<file path="config.mk">
export PLATFORM = sky130hd
export DESIGN_NAME = jtag_user_scan_port
export DESIGN_NICKNAME = d
export VERILOG_FILES = /design/src/rtl/jtag_user_scan_port.v
export VERILOG_INCLUDE_DIRS = /design/src /design/src/rtl
export SDC_FILE = /design/constraint.sdc
export NUM_CORES = 1
export LEC_CHECK = 0
export BUFFER_PORTS_ARGS = -buffer_cell sky130_fd_sc_hd__buf_2
export CORE_MARGIN = 5
export CORE_UTILIZATION = 63
export CTS_BUF_LIST = sky130_fd_sc_hd__clkbuf_2
export DETAILED_ROUTE_END_ITERATION = 10
export GPL_ROUTABILITY_DRIVEN = 0
export GPL_TIMING_DRIVEN = 0
export PLACE_DENSITY_LB_ADDON = 0.05
export SYNTH_ARGS = -nofsm -noshare
export SYNTH_HDL_FRONTEND = slang
export SYNTH_SLANG_ARGS = --single-unit
</file>
<file path="constraint.sdc">
create_clock -name core_clk -period 3.45 [get_ports core_clk]
set_clock_uncertainty 0.2 [all_clocks]
set_input_delay 0.345 -clock core_clk [delete_from_list [all_inputs] [get_ports core_clk]]
set_output_delay 0.345 -clock core_clk [all_outputs]
set_load 0.05 [all_outputs]
</file>
<file path="src/rtl/jtag_user_scan_consts.vh">
// Functional notes
// (RL1) Capture strobe high exactly while TAP is in Capture-DR.
// (RL2) Gated clock copies TCK only when selected and capturing or shifting.
// (RL3) Reset indication high while TAP is in Test-Logic-Reset.
// (RL4) Idle flag high while TAP is in Run-Test/Idle.
// (RL5) Select high only while the user instruction matching the chain number is active.
// (RL6) Shift strobe high while TAP is in Shift-DR.
// (RL7) TCK, TMS and TDI levels are forwarded unchanged to the fabric.
// (RL8) Fabric serial output captured on TCK falling edge, driven onto TDO when selected and in Shift-DR.
// (RL9) Update strobe high while TAP is in Update-DR.
// (RL10) Fabric should load its holding register on the update strobe rising edge.
// (RL11) Disable option, false by default, breaks the external chain.
// (RL12) Chain number picks one of four user instructions, values 1 to 4, default 1.
// (RL13) Four instances with distinct chain numbers serve all four user instructions.
// (RL14) Disable on the instance wins over any other enable request.
// (RL15) Port reaches only the primary die_region TAP.
// (RL16) Host holds TMS high five TCK cycles after power-up.
// (RL17) Without matching instruction, select stays low and TDO is not driven.
`ifndef JTAG_USER_SCAN_CONSTS_VH
`define JTAG_USER_SCAN_CONSTS_VH
`define TAP_RESET 4'h0
`define TAP_IDLE 4'h1
`define TAP_SEL_DR 4'h2
`define TAP_CAP_DR 4'h3
`define TAP_SHIFT_DR 4'h4
`define TAP_EXIT1_DR 4'h5
`define TAP_PAUSE_DR 4'h6
`define TAP_EXIT2_DR 4'h7
`define TAP_UPD_DR 4'h8
`define TAP_SEL_IR 4'h9
`define TAP_CAP_IR 4'ha
`define TAP_SHIFT_IR 4'hb
`define TAP_EXIT1_IR 4'hc
`define TAP_PAUSE_IR 4'hd
`define TAP_EXIT2_IR 4'he
`define TAP_UPD_IR 4'hf
`define IR_WIDTH 6
`define IR_RESET_VALUE 6'h09
`define IR_USER_ONE 6'h02
`define IR_USER_TWO 6'h03
`define IR_USER_THREE 6'h22
`define IR_USER_FOUR 6'h23
`endif

</file>
<file path="src/rtl/jtag_user_scan_port.v">
`timescale 1ns/1ps
`default_nettype none
`include "jtag_user_scan_consts.vh"
module jtag_user_scan_port #(
  parameter CHAIN_NUMBER = 1,
  parameter DISABLE_JTAG = 0
) (
  input wire core_clk,
  input wire rst,
  input wire pin_tck,
  input wire pin_tms,
  input wire pin_tdi,
  output reg pin_tdo,
  output reg pin_tdo_oe,
  input wire user_tdo,
  output reg tck,
  output reg tms,
  output reg tdi,
  output reg capture,
  output reg shift,
  output reg update,
  output reg reset,
  output reg idle_state_flag,
  output reg sel,
  output reg gated_dr_clock
);
  reg [2:0] tck_sync;
  reg [1:0] tms_sync;
  reg [1:0] tdi_sync;
  reg [3:0] state;
  reg [3:0] next_state;
  reg [`IR_WIDTH-1:0] ir_shift;
  reg [`IR_WIDTH-1:0] ir;
  reg tdo_hold;
  wire tck_s = tck_sync[1];
  wire tck_rise = tck_sync[1] & ~tck_sync[2];
  wire tck_fall = ~tck_sync[1] & tck_sync[2];
  wire tms_s = tms_sync[1];
  wire tdi_s = tdi_sync[1];
  // Disable on the instance cannot be overridden (RL11, RL14)
  wire jtag_on = (DISABLE_JTAG == 0);

  function [`IR_WIDTH-1:0] user_code;
    input integer n;
    begin
      case (n)
        2: user_code = `IR_USER_TWO;
        3: user_code = `IR_USER_THREE;
        4: user_code = `IR_USER_FOUR;
        default: user_code = `IR_USER_ONE;
      endcase
    end
  endfunction

  // Single primary-die TAP only; one instruction per instance (RL15) (RL12)
  wire [`IR_WIDTH-1:0] my_code = user_code(CHAIN_NUMBER);
  wire selected = jtag_on && (ir == my_code); // RL5

  always @* begin
    next_state = state;
    case (state)
      `TAP_RESET: next_state = tms_s ? `TAP_RESET : `TAP_IDLE;
      `TAP_IDLE: next_state = tms_s ? `TAP_SEL_DR : `TAP_IDLE;
      `TAP_SEL_DR: next_state = tms_s ? `TAP_SEL_IR : `TAP_CAP_DR;
      `TAP_CAP_DR: next_state = tms_s ? `TAP_EXIT1_DR : `TAP_SHIFT_DR;
      `TAP_SHIFT_DR: next_state = tms_s ? `TAP_EXIT1_DR : `TAP_SHIFT_DR;
      `TAP_EXIT1_DR: next_state = tms_s ? `TAP_UPD_DR : `TAP_PAUSE_DR;
      `TAP_PAUSE_DR: next_state = tms_s ? `TAP_EXIT2_DR : `TAP_PAUSE_DR;
      `TAP_EXIT2_DR: next_state = tms_s ? `TAP_UPD_DR : `TAP_SHIFT_DR;
      `TAP_UPD_DR: next_state = tms_s ? `TAP_SEL_DR : `TAP_IDLE;
      `TAP_SEL_IR: next_state = tms_s ? `TAP_RESET : `TAP_CAP_IR;
      `TAP_CAP_IR: next_state = tms_s ? `TAP_EXIT1_IR : `TAP_SHIFT_IR;
      `TAP_SHIFT_IR: next_state = tms_s ? `TAP_EXIT1_IR : `TAP_SHIFT_IR;
      `TAP_EXIT1_IR: next_state = tms_s ? `TAP_UPD_IR : `TAP_PAUSE_IR;
      `TAP_PAUSE_IR: next_state = tms_s ? `TAP_EXIT2_IR : `TAP_PAUSE_IR;
      `TAP_EXIT2_IR: next_state = tms_s ? `TAP_UPD_IR : `TAP_SHIFT_IR;
      default: next_state = tms_s ? `TAP_SEL_DR : `TAP_IDLE;
    endcase
  end

  // Gate enable for the data-register clock, only changed while tck is low
  reg dr_gate;
  reg next_capture;
  reg next_shift;
  reg next_update;
  reg next_reset;
  reg next_idle;
  reg next_sel;
  reg next_gated;
  reg next_tdo;
  reg next_tdo_oe;

  function dr_scan_state;
    input [3:0] s;
    begin
      dr_scan_state = (s == `TAP_CAP_DR) || (s == `TAP_SHIFT_DR);
    end
  endfunction

  function in_shift_dr;
    input [3:0] s;
    begin
      in_shift_dr = (s == `TAP_SHIFT_DR);
    end
  endfunction

  // Pin synchronisers; tck keeps a third stage for edge detection
  always @(posedge core_clk) begin
    if (rst) begin
      tck_sync <= 3'h0;
      tms_sync <= 2'h3;
      tdi_sync <= 2'h0;
    end else begin
      tck_sync <= {tck_sync[1:0], pin_tck};
      tms_sync <= {tms_sync[0], pin_tms};
      tdi_sync <= {tdi_sync[0], pin_tdi};
    end
  end

  // Controller moves only on a detected tck rise; a disabled port stays in reset
  always @(posedge core_clk) begin
    if (rst) begin
      state <= `TAP_RESET;
    end else if (tck_rise && jtag_on) begin
      state <= next_state;
    end
  end

  // Instruction shifts in LSB first and becomes active at Update-IR
  always @(posedge core_clk) begin
    if (rst) begin
      ir_shift <= `IR_RESET_VALUE;
      ir <= `IR_RESET_VALUE;
    end else if (tck_rise && jtag_on) begin
      if (state == `TAP_RESET) begin
        ir <= `IR_RESET_VALUE;
      end else if (state == `TAP_UPD_IR) begin
        ir <= ir_shift;
      end
      if (state == `TAP_CAP_IR) begin
        ir_shift <= `IR_RESET_VALUE;
      end else if (state == `TAP_SHIFT_IR) begin
        ir_shift <= {tdi_s, ir_shift[`IR_WIDTH-1:1]};
      end
    end
  end

  // Falling-edge work: TDO timing register and the clock gate, so the gate
  // never opens while tck is high and the fabric sees no short pulse
  always @(posedge core_clk) begin
    if (rst) begin
      tdo_hold <= 1'b0;
      dr_gate <= 1'b0;
    end else if (tck_fall) begin
      tdo_hold <= user_tdo; // RL8
      dr_gate <= selected && dr_scan_state(state); // RL2
    end
  end

  // Decodes of the current state, registered below
  always @* begin
    next_capture = jtag_on && (state == `TAP_CAP_DR); // RL1
    next_shift = jtag_on && in_shift_dr(state); // RL6
    next_update = jtag_on && (state == `TAP_UPD_DR); // RL9
    next_reset = (state == `TAP_RESET); // RL3
    next_idle = jtag_on && (state == `TAP_IDLE); // RL4
    next_sel = selected; // RL5 RL17
    next_gated = tck_s && dr_gate; // RL2
    next_tdo_oe = selected && in_shift_dr(state); // RL17
    next_tdo = next_tdo_oe ? tdo_hold : 1'b0; // RL8 RL17
  end

  // Pin copies for the fabric
  always @(posedge core_clk) begin
    if (rst) begin
      tck <= 1'b0;
      tms <= 1'b1;
      tdi <= 1'b0;
    end else begin
      tck <= tck_s; // RL7
      tms <= tms_s; // RL7
      tdi <= tdi_s; // RL7
    end
  end

  // State strobes lag the controller state by one core cycle
  always @(posedge core_clk) begin
    if (rst) begin
      capture <= 1'b0;
      shift <= 1'b0;
      update <= 1'b0;
      reset <= 1'b1;
      idle_state_flag <= 1'b0;
      sel <= 1'b0;
      gated_dr_clock <= 1'b0;
    end else begin
      capture <= next_capture;
      shift <= next_shift;
      update <= next_update;
      reset <= next_reset;
      idle_state_flag <= next_idle;
      sel <= next_sel;
      gated_dr_clock <= next_gated;
    end
  end

  // TDO is held low whenever it is not enabled
  always @(posedge core_clk) begin
    if (rst) begin
      pin_tdo <= 1'b0;
      pin_tdo_oe <= 1'b0;
    end else begin
      pin_tdo <= next_tdo;
      pin_tdo_oe <= next_tdo_oe;
    end
  end
endmodule
`default_nettype wire

</file>
==> metrics <==
Starting DRT DRC Count 18; total of max-cap violations 0; GRT Overall Usage 0.2061; top cell type's share of synthesized area 0.4923; number of global-route vias before repair 1185; Max rail drop VDD 362.8 µV; CTS hold repair buffers 5; synth warn 0; fin crit share 0.5620; fin nets 197; post-synthesis mux area share 0.006838; register bit total from synthesis 36; clock root buffer clkbuf_2; Crit. End Element flop; number of detailed-route iterations in the first pass 4; Slew Viols, Final 0; die area 0.003388 mm²; FF/Latch Area 720.7 µm²; # rows 17; Power Dens Cells 397.5 mW/mm²; Hold Fails Final Rpt 0; CTS Sinks 36; Max FO, Critical Path 10; synthesized instance count 162; # fillers 176; P&R area growth vs syn 14.27%; antenna viol nets, final 0; Post-Route WL 2938 µm; first-pass GRT wire length 5333 µm; H-tree lvl count 2; number of flops mapped to enable cells by yosys 0; largest net degree at the start of global routing 11; Setup-failing EPs final 0; RSZ-0062 raised after global routing no; Post-synth top flop dfxtp_1; dpl ws 1655 ps; Leak 0.6439 nW; layout cells sized above 1 0.2083; critical path arrival 2070 ps; IO Pins 18; leading post-synthesis cells by cell area dfxtp_1 (49%), nor2b_1 (4.3%), a21oi_1 (4.1%); shortest period the worst path allows 1939 ps; drt wl/cell 13.35 µm; Synth Cell Area 0.001464 mm²; diode count 0; initial antenna violation count 0; area of the multi-input gates 664.4 µm²; Critical path buffers and inverters 4; post-synthesis adder-cell area fraction 0; CP max stage delay 520 ps; TritonCTS Buffers 5; syn_nets 168; post-CTS resize count 0; Distinct cells, synth 43; Commonest cells post-synth dfxtp_1 (36), nor2_1 (13), a21oi_1 (12), nand2_1 (12), nor2b_1 (10); Initial Util 0.6618; Worst Path Required 3580 ps; Mean Syn Cell Area 9.036 µm²; Longest Clk Path Bufs 2; main combinational cell family by area after synthesis simple AND/OR/NAND/NOR gates; core area 0.002212 mm²; CP top delay family buffers and inverters; gr ovfl total 0; CP Class in2reg; Synth async-reset ratio 0; CP Launch Type input pin; Fin Setup TNS 0 ps; worst slew pin tran 543.5 ps; maximum clock frequency 0.5157 GHz; slowest cell on the critical path dlygate4sd3_1; Die Y-Extent 58.21 µm; HP Class reg2reg; Port Buffers 17; number of setup buffers added after CTS 0; crit-path cells dlygate4sd3_1, buf_2, clkbuf_1, clkbuf_1, nor3_1, a31oi_1; Vias 1230; CTS tree done; slew margin rel. 0.6376; # DRC 0; estimated wirelength of the detail-placed design 2094 µm; sequential fraction of the synthesis area 0.4923; Synth Area in Compound Gates 0.1615; Crit path top cell by count clkbuf_1; Final Worst Setup Slack 1511 ps; Worst-path clk slew 170 ps; most frequent cell after synthesis dfxtp_1; Synth area leader dfxtp_1; outcome complete, no violations; Post-Synth Simple-Gate Area 0.2855; die width 58.21 µm; clock latency on the worst-skew pair 380 ps; xor/xnor share of the synthesized area 0; Avg Vias per Cell 5.591
==> cells in the final DEF, fill, tap and decap left out, types with 3 or more instances in the layout <==
cell,instances
dfxtp_1,36
buf_2,18
nor2_1,13
nand2_1,12
a21oi_1,12
nor2b_1,10
clkbuf_2,9
clkbuf_1,7
nor3_1,6
nand3_1,6
o21ai_0,5
dlygate4sd3_1,5
or2_2,4
inv_1,4
nand2b_1,4
nor4_1,3
and2_1,3
==> state kept, by name, summed over array words and instances (netlist names) <==
signal and flops:
tms 1, tms_sync 2, reset 1, tck_sync 3, ir 6, capture 1, dr_gate 1, tdi_sync 2
update 1, pin_tdo_oe 1, ir_shift 6, sel 1, shift 1, pin_tdo 1, in_shift_dr.s 4, idle_state_flag 1
tdi 1, gated_dr_clock 1, tdo_hold 1
==> area by class of cell <==
class                           instances  area share
Clock inverter                          1    0.002244
Sequential cell                        36      0.4308
Clock buffer                            7     0.02094
Buffer                                 12     0.03590
Multi-Input combinational cell        109      0.3972
Tap cell                               28     0.02094
Timing Repair Buffer                   22     0.08078
Inverter                                5     0.01122
==> path summary, 6_finish.rpt <==
kind | start | to | slack [ps] | cells past startpoint
worst max-delay path | rst | ir[0] | 1510 | 6
worst min-delay path | tms_sync[0] | tms_sync[1] | 240 | 1
worst max register to register | in_shift_dr.s[2] | in_shift_dr.s[1] | 1610 | 5
worst min register to register | tms_sync[0] | tms_sync[1] | 240 | 1
==> stage by stage <==
step / area [µm²] / hold slack [ps] / cells / power (mW) / util
detailed placement: 1584 / 204.3 / 207 / 0.4872 / 0.7161
global placement: 1584 / 196.0 / 207 / 0.4854 / 0.7161
finish: 1673 / 238.8 / 220 / 0.6649 / 0.7562
floorplan: 1464 / 189.5 / 162 / 0.4739 / -
CTS: 1673 / 239.1 / 220 / 0.6698 / 0.7562
global route: 1673 / 277.6 / 220 / 0.6967 / 0.7562
==> layer usage <==
metal / share of wire / up-vias / global-route usage
li1: - / 627 / -
met1: 0.43 / 556 / 0.2425
met2: 0.48 / 41 / 0.3258
met3: 0.064 / 6 / 0.07572
met4: 0.017 / 0 / 0.1093
met5: 0 / - / 0
==> where the power goes <==
group | total, mW | internal [mW] | switching, mW
Combinational | 0.0542 | 0.0219 | 0.0323
Clock | 0.182 | 0.0542 | 0.128
Sequential | 0.429 | 0.425 | 0.00399
==> logic make-up after synthesis <==
logic type | after synthesis
buf+inv | 17
simple gates | 74
mux | 1
flops | 36
compound gates | 34
Power figures use the tool's default switching activity.
